==> src/common/rfi_regs.svh <==
// Register offsets, field positions and reset values of the RTC flag,
// interrupt and entry-validity block.
// Assumes a 32-bit AXI4-Lite register bus and byte addressing.
// Function
// RL1: Writing one to clear command clears flag
// RL2: Bits 0..4: ack, alarm, second, time, calendar
// RL3: Enable bit 0 sets update-ack mask bit
// RL4: Enable bits 1..4 set their mask bits
// RL5: Writing one to disable clears mask bit
// RL6: Mask register reads enabled sources, bits 0..4
// RL7: Validity bit 0 flags invalid time entry
// RL8: Validity bit 1 flags invalid calendar entry
// RL9: Validity bit 2 flags invalid time alarm
// RL10: Validity bit 3 flags invalid calendar alarm
// RL11: Event flags set on event, stay set
// RL12: Alarm flag on match; ack on update permit
// RL13: Interrupt high while unmasked flag set
// RL14: Reset zeroes everything; reserved bits read zero
`ifndef RFI_REGS_SVH
`define RFI_REGS_SVH

// Byte offsets of the registers
`define RFI_OFF_EVENT_STATUS 8'h00
`define RFI_OFF_STATUS_CLEAR 8'h04
`define RFI_OFF_IRQ_ENABLE 8'h08
`define RFI_OFF_IRQ_DISABLE 8'h0c
`define RFI_OFF_IRQ_MASK 8'h10
`define RFI_OFF_ENTRY_VALID 8'h14

// Field layout shared by status, clear, enable, disable and mask
`define RFI_SRC_W 5
`define RFI_BIT_UPDATE_ACK 0
`define RFI_BIT_ALARM 1
`define RFI_BIT_SECOND 2
`define RFI_BIT_TIME_EVT 3
`define RFI_BIT_CAL_EVT 4

// Field layout of the validity register
`define RFI_ENTRY_W 4
`define RFI_BIT_TIME_ENTRY 0
`define RFI_BIT_CAL_ENTRY 1
`define RFI_BIT_TALR_ENTRY 2
`define RFI_BIT_CALR_ENTRY 3

// Reset values
`define RFI_RST_SRC 5'h00
`define RFI_RST_ENTRY 4'h0
`define RFI_RST_WORD 32'h0000_0000

// AXI response codes
`define RFI_RESP_OKAY 2'h0
`define RFI_RESP_SLVERR 2'h2

`endif

==> src/common/rfi_pkg.sv <==
// Types shared by the RTC flag and interrupt block.
// Assumes rfi_regs.svh is compiled before it.
`include "rfi_regs.svh"
package rfi_pkg;
    // One bit for each event source
    typedef logic [`RFI_SRC_W-1:0] rfi_src_type;
    // One bit for each checked entry register
    typedef logic [`RFI_ENTRY_W-1:0] rfi_entry_type;
endpackage

==> src/common/rfi_flag_if.sv <==
// Carrier between the top and its sticky flag bank.
// Assumes one clock domain; the owner holds the flags.
`timescale 1ns/1ps
interface rfi_flag_if;
    // Set pulses, one per source
    rfi_pkg::rfi_src_type set;
    // Clear pulses, one per source
    rfi_pkg::rfi_src_type clr;
    // Current sticky flags
    rfi_pkg::rfi_src_type flags;
    // Flag bank side
    modport owner (input set, input clr, output flags);
    // Controller side
    modport user (output set, output clr, input flags);
endinterface

==> src/design/rfi_sticky.sv <==
// Bank of sticky event flags, set by hardware, cleared by command.
// Assumes set and clear arrive as one-cycle pulses on i_clk.
`timescale 1ns/1ps
`include "rfi_regs.svh"
module rfi_sticky
(
    // Clock and reset
    input wire logic i_clk,
    input wire logic i_rst_b,
    // Flag carrier
    rfi_flag_if.owner fl
);
    // Flag storage
    rfi_pkg::rfi_src_type flags_q;
    rfi_pkg::rfi_src_type flags_d;

    // Next value: set beats clear, so an event in the clear cycle stays
    always_comb
    begin
        flags_d = (flags_q & ~fl.clr) | fl.set; // RL1 RL11 RL12
    end

    // Flags zero after reset
    always_ff @(posedge i_clk or negedge i_rst_b)
    begin
        if (!i_rst_b)
            flags_q <= `RFI_RST_SRC; // RL14
        else
            flags_q <= flags_d;
    end

    assign fl.flags = flags_q;
endmodule

==> src/design/rfi_entry_check.sv <==
// Tracks whether each entry register holds invalid data since it was
// last programmed. Assumes the calendar logic pulses i_prog when a
// register is written and qualifies it with the range check in i_bad.
`timescale 1ns/1ps
`include "rfi_regs.svh"
module rfi_entry_check
(
    // Clock and reset
    input wire logic i_clk,
    input wire logic i_rst_b,
    // Programming strobes and range check results
    input wire rfi_pkg::rfi_entry_type i_prog,
    input wire rfi_pkg::rfi_entry_type i_bad,
    // Invalid flags
    output rfi_pkg::rfi_entry_type o_invalid
);
    // Invalid flag storage
    rfi_pkg::rfi_entry_type invalid_q;

    // Each write reloads its bit from the check; others hold
    always_ff @(posedge i_clk or negedge i_rst_b)
    begin
        if (!i_rst_b)
            invalid_q <= `RFI_RST_ENTRY; // RL14
        else
            invalid_q <= (invalid_q & ~i_prog) | (i_prog & i_bad); // RL7 RL8 RL9 RL10
    end

    assign o_invalid = invalid_q;
endmodule

==> src/design/rfi_top.sv <==
// Top of the RTC flag, interrupt mask and entry-validity block, with
// its AXI4-Lite register slave.
// Assumes the event and entry inputs come from calendar logic on i_clk,
// so they pass no synchroniser; ADDR_W is at least 8 bits.
//
// Implementation choices: the AXI4-Lite register port and the placing of the registers.
`timescale 1ns/1ps
// Offsets, field positions and reset values
`include "rfi_regs.svh"
module rfi_top
#(
    parameter int ADDR_W = 8
)
(
    // Clock and reset
    input wire logic i_clk,
    input wire logic i_rst_b,
    // AXI4-Lite write address channel
    input wire logic i_awvalid,
    input wire logic [ADDR_W-1:0] i_awaddr,
    input wire logic [2:0] i_awprot,
    output logic o_awready,
    // AXI4-Lite write data channel
    input wire logic i_wvalid,
    input wire logic [31:0] i_wdata,
    input wire logic [3:0] i_wstrb,
    output logic o_wready,
    // AXI4-Lite write response channel
    output logic o_bvalid,
    output logic [1:0] o_bresp,
    input wire logic i_bready,
    // AXI4-Lite read address channel
    input wire logic i_arvalid,
    input wire logic [ADDR_W-1:0] i_araddr,
    input wire logic [2:0] i_arprot,
    output logic o_arready,
    // AXI4-Lite read data channel
    output logic o_rvalid,
    output logic [31:0] o_rdata,
    output logic [1:0] o_rresp,
    input wire logic i_rready,
    // Event pulses from the calendar logic
    input wire logic i_update_ack_evt,
    input wire logic i_alarm_evt,
    input wire logic i_second_evt,
    input wire logic i_time_evt,
    input wire logic i_cal_evt,
    // Entry programming strobes and range check results
    input wire rfi_pkg::rfi_entry_type i_entry_prog,
    input wire rfi_pkg::rfi_entry_type i_entry_bad,
    // Interrupt request, level
    output logic o_irq
);
    // Offset match on the low address byte; used by both read and write
    function automatic logic addr_hit(input logic [7:0] addr, input logic [7:0] off);
        addr_hit = (addr == off);
    endfunction

    // Place a source-wide field in the low bits of a bus word
    function automatic logic [31:0] src_word(input rfi_pkg::rfi_src_type v);
        src_word = {{(32-`RFI_SRC_W){1'b0}}, v};
    endfunction

    // Write channel holding state
    logic awready_q;
    logic wready_q;
    logic aw_have_q;
    logic w_have_q;
    logic [7:0] waddr_q;
    logic [31:0] wdata_q;
    logic [3:0] wstrb_q;
    logic bvalid_q;
    logic [1:0] bresp_q;
    // Read channel state
    logic arready_q;
    logic rvalid_q;
    logic [31:0] rdata_q;
    logic [1:0] rresp_q;
    // Interrupt mask and output register
    rfi_pkg::rfi_src_type mask_q;
    logic irq_q;
    // Write side decode
    logic wr_fire;
    logic wr_low_byte;
    logic wr_mapped;
    rfi_pkg::rfi_src_type clear_cmd;
    rfi_pkg::rfi_src_type enable_cmd;
    rfi_pkg::rfi_src_type disable_cmd;
    // Read side decode
    logic rd_fire;
    logic [7:0] raddr;
    logic [31:0] rd_word;
    logic rd_mapped;
    // Gathered events and validity flags
    rfi_pkg::rfi_src_type events;
    rfi_pkg::rfi_entry_type entry_invalid;
    // Protection bits carry no meaning here
    logic unused_prot;

    assign unused_prot = ^{i_awprot, i_arprot};

    // Carrier to the sticky status bank
    rfi_flag_if status_if();

    // Sticky status bank
    rfi_sticky u_status
    (
        .i_clk(i_clk),
        .i_rst_b(i_rst_b),
        .fl(status_if)
    );

    // Entry validity tracker
    rfi_entry_check u_entry
    (
        .i_clk(i_clk),
        .i_rst_b(i_rst_b),
        .i_prog(i_entry_prog),
        .i_bad(i_entry_bad),
        .o_invalid(entry_invalid)
    );

    // Event inputs placed by bit position
    always_comb
    begin
        events = `RFI_RST_SRC;
        events[`RFI_BIT_UPDATE_ACK] = i_update_ack_evt; // RL2 RL12
        events[`RFI_BIT_ALARM] = i_alarm_evt; // RL12
        events[`RFI_BIT_SECOND] = i_second_evt; // RL11
        events[`RFI_BIT_TIME_EVT] = i_time_evt; // RL11
        events[`RFI_BIT_CAL_EVT] = i_cal_evt; // RL11
    end

    // A write is done once both address and data are held
    assign wr_fire = aw_have_q & w_have_q & ~bvalid_q;
    // Only byte lane 0 carries command bits
    assign wr_low_byte = wstrb_q[0];

    // Write decode into one-cycle command pulses
    always_comb
    begin
        // No command unless a write completes this cycle
        clear_cmd = `RFI_RST_SRC;
        enable_cmd = `RFI_RST_SRC;
        disable_cmd = `RFI_RST_SRC;
        wr_mapped = 1'b0;
        if (addr_hit(waddr_q, `RFI_OFF_STATUS_CLEAR))
        begin
            wr_mapped = 1'b1;
            // Ones clear, zeros leave the flag alone
            if (wr_fire && wr_low_byte)
                clear_cmd = wdata_q[`RFI_SRC_W-1:0]; // RL1 RL2
        end
        else if (addr_hit(waddr_q, `RFI_OFF_EVENT_STATUS))
        begin
            wr_mapped = 1'b1;
            // Writing one to a status bit also clears it
            if (wr_fire && wr_low_byte)
                clear_cmd = wdata_q[`RFI_SRC_W-1:0]; // RL1
        end
        else if (addr_hit(waddr_q, `RFI_OFF_IRQ_ENABLE))
        begin
            wr_mapped = 1'b1;
            if (wr_fire && wr_low_byte)
                enable_cmd = wdata_q[`RFI_SRC_W-1:0]; // RL3 RL4
        end
        else if (addr_hit(waddr_q, `RFI_OFF_IRQ_DISABLE))
        begin
            wr_mapped = 1'b1;
            if (wr_fire && wr_low_byte)
                disable_cmd = wdata_q[`RFI_SRC_W-1:0]; // RL5
        end
        else if (addr_hit(waddr_q, `RFI_OFF_IRQ_MASK) ||
                 addr_hit(waddr_q, `RFI_OFF_ENTRY_VALID))
        begin
            // Read-only registers accept and ignore writes
            wr_mapped = 1'b1;
        end
        else
        begin
            // Unmapped offset, answered with an error
            wr_mapped = 1'b0;
        end
    end

    // Drive the sticky bank: hardware sets, software clears
    assign status_if.set = events;
    assign status_if.clr = clear_cmd;

    // Write address channel: hold one address until its response
    always_ff @(posedge i_clk or negedge i_rst_b)
    begin
        if (!i_rst_b)
        begin
            aw_have_q <= 1'b0;
            waddr_q <= 8'h00;
        end
        else if (i_awvalid && awready_q)
        begin
            aw_have_q <= 1'b1;
            waddr_q <= i_awaddr[7:0];
        end
        else if (wr_fire)
        begin
            aw_have_q <= 1'b0;
        end
    end

    // Write data channel: hold one word until its response
    always_ff @(posedge i_clk or negedge i_rst_b)
    begin
        if (!i_rst_b)
        begin
            w_have_q <= 1'b0;
            wdata_q <= `RFI_RST_WORD;
            wstrb_q <= 4'h0;
        end
        else if (i_wvalid && wready_q)
        begin
            w_have_q <= 1'b1;
            wdata_q <= i_wdata;
            wstrb_q <= i_wstrb;
        end
        else if (wr_fire)
        begin
            w_have_q <= 1'b0;
        end
    end

    // Ready drops after a take so a second beat cannot slip in
    always_ff @(posedge i_clk or negedge i_rst_b)
    begin
        if (!i_rst_b)
        begin
            awready_q <= 1'b0;
            wready_q <= 1'b0;
        end
        else
        begin
            awready_q <= ~aw_have_q & ~(i_awvalid & awready_q) & ~bvalid_q & ~wr_fire;
            wready_q <= ~w_have_q & ~(i_wvalid & wready_q) & ~bvalid_q & ~wr_fire;
        end
    end

    // Write response follows both halves, held until bready
    always_ff @(posedge i_clk or negedge i_rst_b)
    begin
        if (!i_rst_b)
        begin
            bvalid_q <= 1'b0;
            bresp_q <= `RFI_RESP_OKAY;
        end
        else if (wr_fire)
        begin
            bvalid_q <= 1'b1;
            bresp_q <= wr_mapped ? `RFI_RESP_OKAY : `RFI_RESP_SLVERR;
        end
        else if (bvalid_q && i_bready)
        begin
            bvalid_q <= 1'b0;
        end
    end

    // Mask: enable sets, disable clears; they never meet in one cycle
    always_ff @(posedge i_clk or negedge i_rst_b)
    begin
        if (!i_rst_b)
            mask_q <= `RFI_RST_SRC; // RL14
        else
            mask_q <= (mask_q & ~disable_cmd) | enable_cmd; // RL3 RL4 RL5
    end

    // Interrupt is registered, so it trails the flag by one cycle
    always_ff @(posedge i_clk or negedge i_rst_b)
    begin
        if (!i_rst_b)
            irq_q <= 1'b0; // RL14
        else
            irq_q <= |(status_if.flags & mask_q); // RL13
    end

    // Read request taken when no answer is pending
    assign rd_fire = i_arvalid & arready_q;
    assign raddr = i_araddr[7:0];

    // Read decode; write-only registers read as zero
    always_comb
    begin
        // Mapped and zero unless decoded below
        rd_word = `RFI_RST_WORD;
        rd_mapped = 1'b1;
        if (addr_hit(raddr, `RFI_OFF_EVENT_STATUS))
            rd_word = src_word(status_if.flags); // RL11 RL12
        else if (addr_hit(raddr, `RFI_OFF_IRQ_MASK))
            rd_word = src_word(mask_q); // RL6 RL14
        else if (addr_hit(raddr, `RFI_OFF_ENTRY_VALID))
            rd_word = {{(32-`RFI_ENTRY_W){1'b0}}, entry_invalid}; // RL7 RL8 RL9 RL10
        else if (addr_hit(raddr, `RFI_OFF_STATUS_CLEAR) ||
                 addr_hit(raddr, `RFI_OFF_IRQ_ENABLE) ||
                 addr_hit(raddr, `RFI_OFF_IRQ_DISABLE))
            rd_word = `RFI_RST_WORD; // RL1 RL5
        else
            // Unmapped offset: error response, data zero
            rd_mapped = 1'b0;
    end

    // Read address ready: one read at a time
    always_ff @(posedge i_clk or negedge i_rst_b)
    begin
        if (!i_rst_b)
            arready_q <= 1'b0;
        else
            arready_q <= ~rvalid_q & ~rd_fire;
    end

    // Read data captured at the take, held until rready
    always_ff @(posedge i_clk or negedge i_rst_b)
    begin
        if (!i_rst_b)
        begin
            rvalid_q <= 1'b0;
            rdata_q <= `RFI_RST_WORD;
            rresp_q <= `RFI_RESP_OKAY;
        end
        else if (rd_fire)
        begin
            rvalid_q <= 1'b1;
            rdata_q <= rd_word;
            rresp_q <= rd_mapped ? `RFI_RESP_OKAY : `RFI_RESP_SLVERR;
        end
        else if (rvalid_q && i_rready)
        begin
            rvalid_q <= 1'b0;
        end
    end

    // Outputs straight from flip-flops
    assign o_awready = awready_q;
    assign o_wready = wready_q;
    assign o_bvalid = bvalid_q;
    assign o_bresp = bresp_q;
    assign o_arready = arready_q;
    assign o_rvalid = rvalid_q;
    assign o_rdata = rdata_q;
    assign o_rresp = rresp_q;
    assign o_irq = irq_q;
endmodule

==> config.mk <==
export PLATFORM = sky130hd
export DESIGN_NAME = rfi_top
export DESIGN_NICKNAME = d
export VERILOG_FILES = /design/src/common/rfi_pkg.sv /design/src/common/rfi_flag_if.sv /design/src/design/rfi_sticky.sv /design/src/design/rfi_entry_check.sv /design/src/design/rfi_top.sv
export VERILOG_INCLUDE_DIRS = /design/src /design/src/common
export SDC_FILE = /design/constraint.sdc
export NUM_CORES = 1
export LEC_CHECK = 0
export BUFFER_PORTS_ARGS = -buffer_cell sky130_fd_sc_hd__buf_2
export CELL_PAD_IN_SITES_DETAIL_PLACEMENT = 0
export CELL_PAD_IN_SITES_GLOBAL_PLACEMENT = 1
export CORE_ASPECT_RATIO = 1.75
export CORE_MARGIN = 3
export CORE_UTILIZATION = 34
export DETAILED_ROUTE_END_ITERATION = 16
export PLACE_DENSITY = 0.85
export SYNTH_ARGS = -nofsm -noshare
export SYNTH_HDL_FRONTEND = slang
export SYNTH_SLANG_ARGS = --single-unit
==> constraint.sdc <==
create_clock -name i_clk -period 3.75 [get_ports i_clk]
set_input_delay 0.75 -clock i_clk [delete_from_list [all_inputs] [get_ports i_clk]]
set_output_delay 0.75 -clock i_clk [all_outputs]
set_load 0.005 [all_outputs]
==> run metrics <==
status finished, final reports clean; Slew @ Worst Pin 0.9415 ns; share of total power in the clock network 26.9%; placed standard-cell area 0.002276 mm2; signal arrival time at the worst endpoint 2.46 ns; register-to-register path setup slack 1.86 ns; Overflow after GRT 0; highest ir drop seen on vdd 0.3468 mV; sequential area share after synthesis 52.38%; setup repair after global routing missed its margin false; final std cells w/o fill 318; number of gates resized after CTS 0; number of cells produced by synthesis 186; synthesis-to-layout area growth 16.26%; GRT Total Usage 12.19%; full die area 0.007048 mm2; Mapped Avg Cell Area 11.05 um2; total wire length after detailed routing 4.092 mm; diodes inserted 0; Setup Viol. Count Final 0; Fillers 585; number of pins exceeding their max-slew limit in the final report 0; number of global-route vias before repair 1411; wire length of the first global-routing pass 6.444 mm; number of buffers on the longest clock path 2; highest attainable clock frequency 438.4 MHz; Internal Pwr Total 948.0 uW; Crit Path Category input port to flip-flop; number of rows in the core area 36; post-detailed-route wirelength per cell 12.87 um; top-area cell type share of the netlist area 52.38%; switching part of the total 29.59%; cell area after synthesis 0.002054 mm2; most used routing layer in global routing met2; Antenna Violating Nets Remaining 0; ratio of final minimum period to clock period 60.83%; initial antenna violation count 0; pin count of the biggest net entering global routing 44; routability-driven placement congestion ratio 0.7655; dominant cell type by area after synthesis sky130_fd_sc_hd__dfrtp_1; global routing usage on met2 22.71%; Max-Cap Viols 0; Rel. slew slack 37.23%; number of instances on the worst hold path 1; Final HPWL DP 3.212 mm; number of buffers added by the clock tree synthesis step 5; number of port buffers 54; HP Class flip-flop to flip-flop; Num Clock Sinks 43; routed vias 1432; Worst Hold Launch o_rvalid; Die Ht 108.8 um; Synth cell types 32; flip-flop and latch count after synthesis 43; clock transition at the registers of the reported paths 0.09 ns; Setup crit end kind flip-flop; number of iterations in the first detailed-routing pass 4; number of cells after detailed placement 310; fraction of layout cells with a size suffix above 1 34.71%; reg2reg start waddr_q[6]; capture instance of the worst register-to-register path mask_q[3]; number of cells traversed by the worst register-to-register path 4; H-tree Lvls 2; count of yosys warnings during synthesis 0; critical path launch point type input port; Final Skew 0.01238 ns; source-to-sink clock delay at the later pin of the worst-skew pair 0.30 ns; clock root buffer master sky130_fd_sc_hd__clkbuf_8; time the worst path needs with I/O delays and setup 2.281 ns; Layout Nets 319; met1 global-route usage 12.19%; via density per instance 4.503; Hold Vio Cnt, Final 0; Non-Filler Cell Area, Final 0.002389 mm2; combinational share of power 21.3%; switching power summed over all nets 398.4 uW; standby leakage power 0.001205 uW; setup TNS after final layout 0 ns; met3 Use GR 4.124%; largest cells by area after synthesis sky130_fd_sc_hd__dfrtp_1 (52%), sky130_fd_sc_hd__buf_4 (11%), sky130_fd_sc_hd__mux2_2 (9.9%), sky130_fd_sc_hd__mux2i_1 (3.4%), sky130_fd_sc_hd__nand2_1 (2.6%); Data required, critical path 3.93 ns; initial core utilization 35.91%; I/O pins 120; TritonCTS clock tree done; number of setup buffers added after CTS 0; critical path fanouts, max 6; power density over the cells 563.7 mW/mm2; power share of the sequential group 51.8%; First DRT Iteration DRCs 54; count of hold buffers inserted by post-cts repair 0; horizontal die dimension 64.76 um; core footprint 0.005720 mm2; count of unresolved DRC violations after routing 0; WHS Endpoint o_arready
-- synth_stat cells, drive strengths merged --
cell / instances
dfrtp: 43
buf: 33
mux2: 18
nand2: 14
inv: 13
nor2: 12
a31oi: 7
mux2i: 7
nand4: 5
o21ai: 5
o31ai: 4
a22o: 3
o21a: 3
or4: 3
a211oi: 2
and3: 2
a21o: 1
a21oi: 1
a222oi: 1
a22oi: 1
and4: 1
clkbuf: 1
conb: 1
nand3b: 1
nor2b: 1
nor3: 1
nor4: 1
or3: 1
-- kinds of logic after synthesis --
logic type | count (synthesis) | synth area share, %
AND/OR/NAND/NOR | 42 | 10.11
flip-flops | 43 | 52.38
AO/OA/AOI/OAI | 28 | 9.561
multiplexers | 25 | 13.28
other | 1 | 0.1825
buffers and inverters | 47 | 14.49
-- flip-flops by register name (all words and copies together) (netlist names), named ones only --
register / count
o_bresp: 1
o_rresp: 1
o_arready: 1
o_awready: 1
aw_have_q: 1
u_status.fl.flags: 5
mask_q: 5
o_rdata: 5
wdata_q: 5
waddr_q: 8
w_have_q: 1
o_bvalid: 1
o_wready: 1
wstrb_q: 1
o_irq: 1
o_rvalid: 1
-- worst max path at each step --
| stage | slack [ns] | endpoint | start | cells after the start |
|---|---|---|---|---|
| after floorplan | 1.32 | o_rdata[1] | i_araddr[0] | 5 |
| final | 1.47 | o_rdata[2] | i_araddr[0] | 5 |
| after global placement | 1.18 | o_rdata[1] | i_araddr[0] | 5 |
| after global routing | 1.43 | o_rdata[2] | i_araddr[0] | 5 |
| after CTS | 1.48 | o_rdata[2] | i_araddr[0] | 5 |
| after detailed placement | 1.16 | o_rdata[2] | i_araddr[0] | 5 |
-- critical path: stages --
cell                     delay [ns]
sky130_fd_sc_hd__buf_2         0.09
sky130_fd_sc_hd__or4_1         0.54
sky130_fd_sc_hd__or3_1         0.43
sky130_fd_sc_hd__or4_4         0.47
sky130_fd_sc_hd__o21a_1        0.19
-- layout by cell type (no fill, tap or decap), drive strengths merged, types with 2 or more instances in the layout --
master and n:
buf 54, dfrtp 43, conb 29, mux2 18
nand2 14, inv 13, nor2 12, a31oi 7
mux2i 7, nand4 5, o21ai 5, clkbuf 5
o31ai 4, a22o 3, o21a 3, or4 3
and3 2, a211oi 2, clkinv 2
-- power by group through the flow --
stage | Sequential, uW | Clock (uW) | Combinational (uW)
CTS | 699 | 375 | 292
global route | 716 | 396 | 325
detailed placement | 708 | 0 | 292
global placement | 705 | 0 | 281
finish | 698 | 362 | 287
floorplan | 672 | 0 | 232
-- per-stage QoR --
| step | total power [uW] | util (%) | hold slack (ns) | setup slack, ns |
|---|---|---|---|---|
| 2_1_floorplan | 903.7 | - | 0.4350 | 1.321 |
| 3_3_place_gp | 986.3 | 39.79 | 0.4295 | 1.184 |
| 3_5_place_dp | 999.8 | 39.79 | 0.4456 | 1.155 |
| 4_1_cts | 1366 | 41.75 | 0.4585 | 1.476 |
| 5_1_grt | 1437 | 41.75 | 0.4831 | 1.435 |
| 6_report | 1346 | 41.75 | 0.4539 | 1.469 |
-- metal layers --
metal / vias up / part of all wire, %
li1: 695 / -
met1: 676 / 34
met2: 56 / 57
met3: 5 / 7.1
met4: 0 / 1.6
met5: - / 0
-- final cells by class --
type                    instances  area, um2  area share [%]
multi-input cells             124      785.8           32.90
well taps                      76      95.09           3.981
clock buffers                   5      68.82           2.881
repair buffers                 54      270.3           11.31
inverters                      13      48.80           2.043
clock inverters                 3      43.79           1.833
flip-flops and latches         43       1076           45.05
Note: power is estimated with default switching activity, not from simulation.
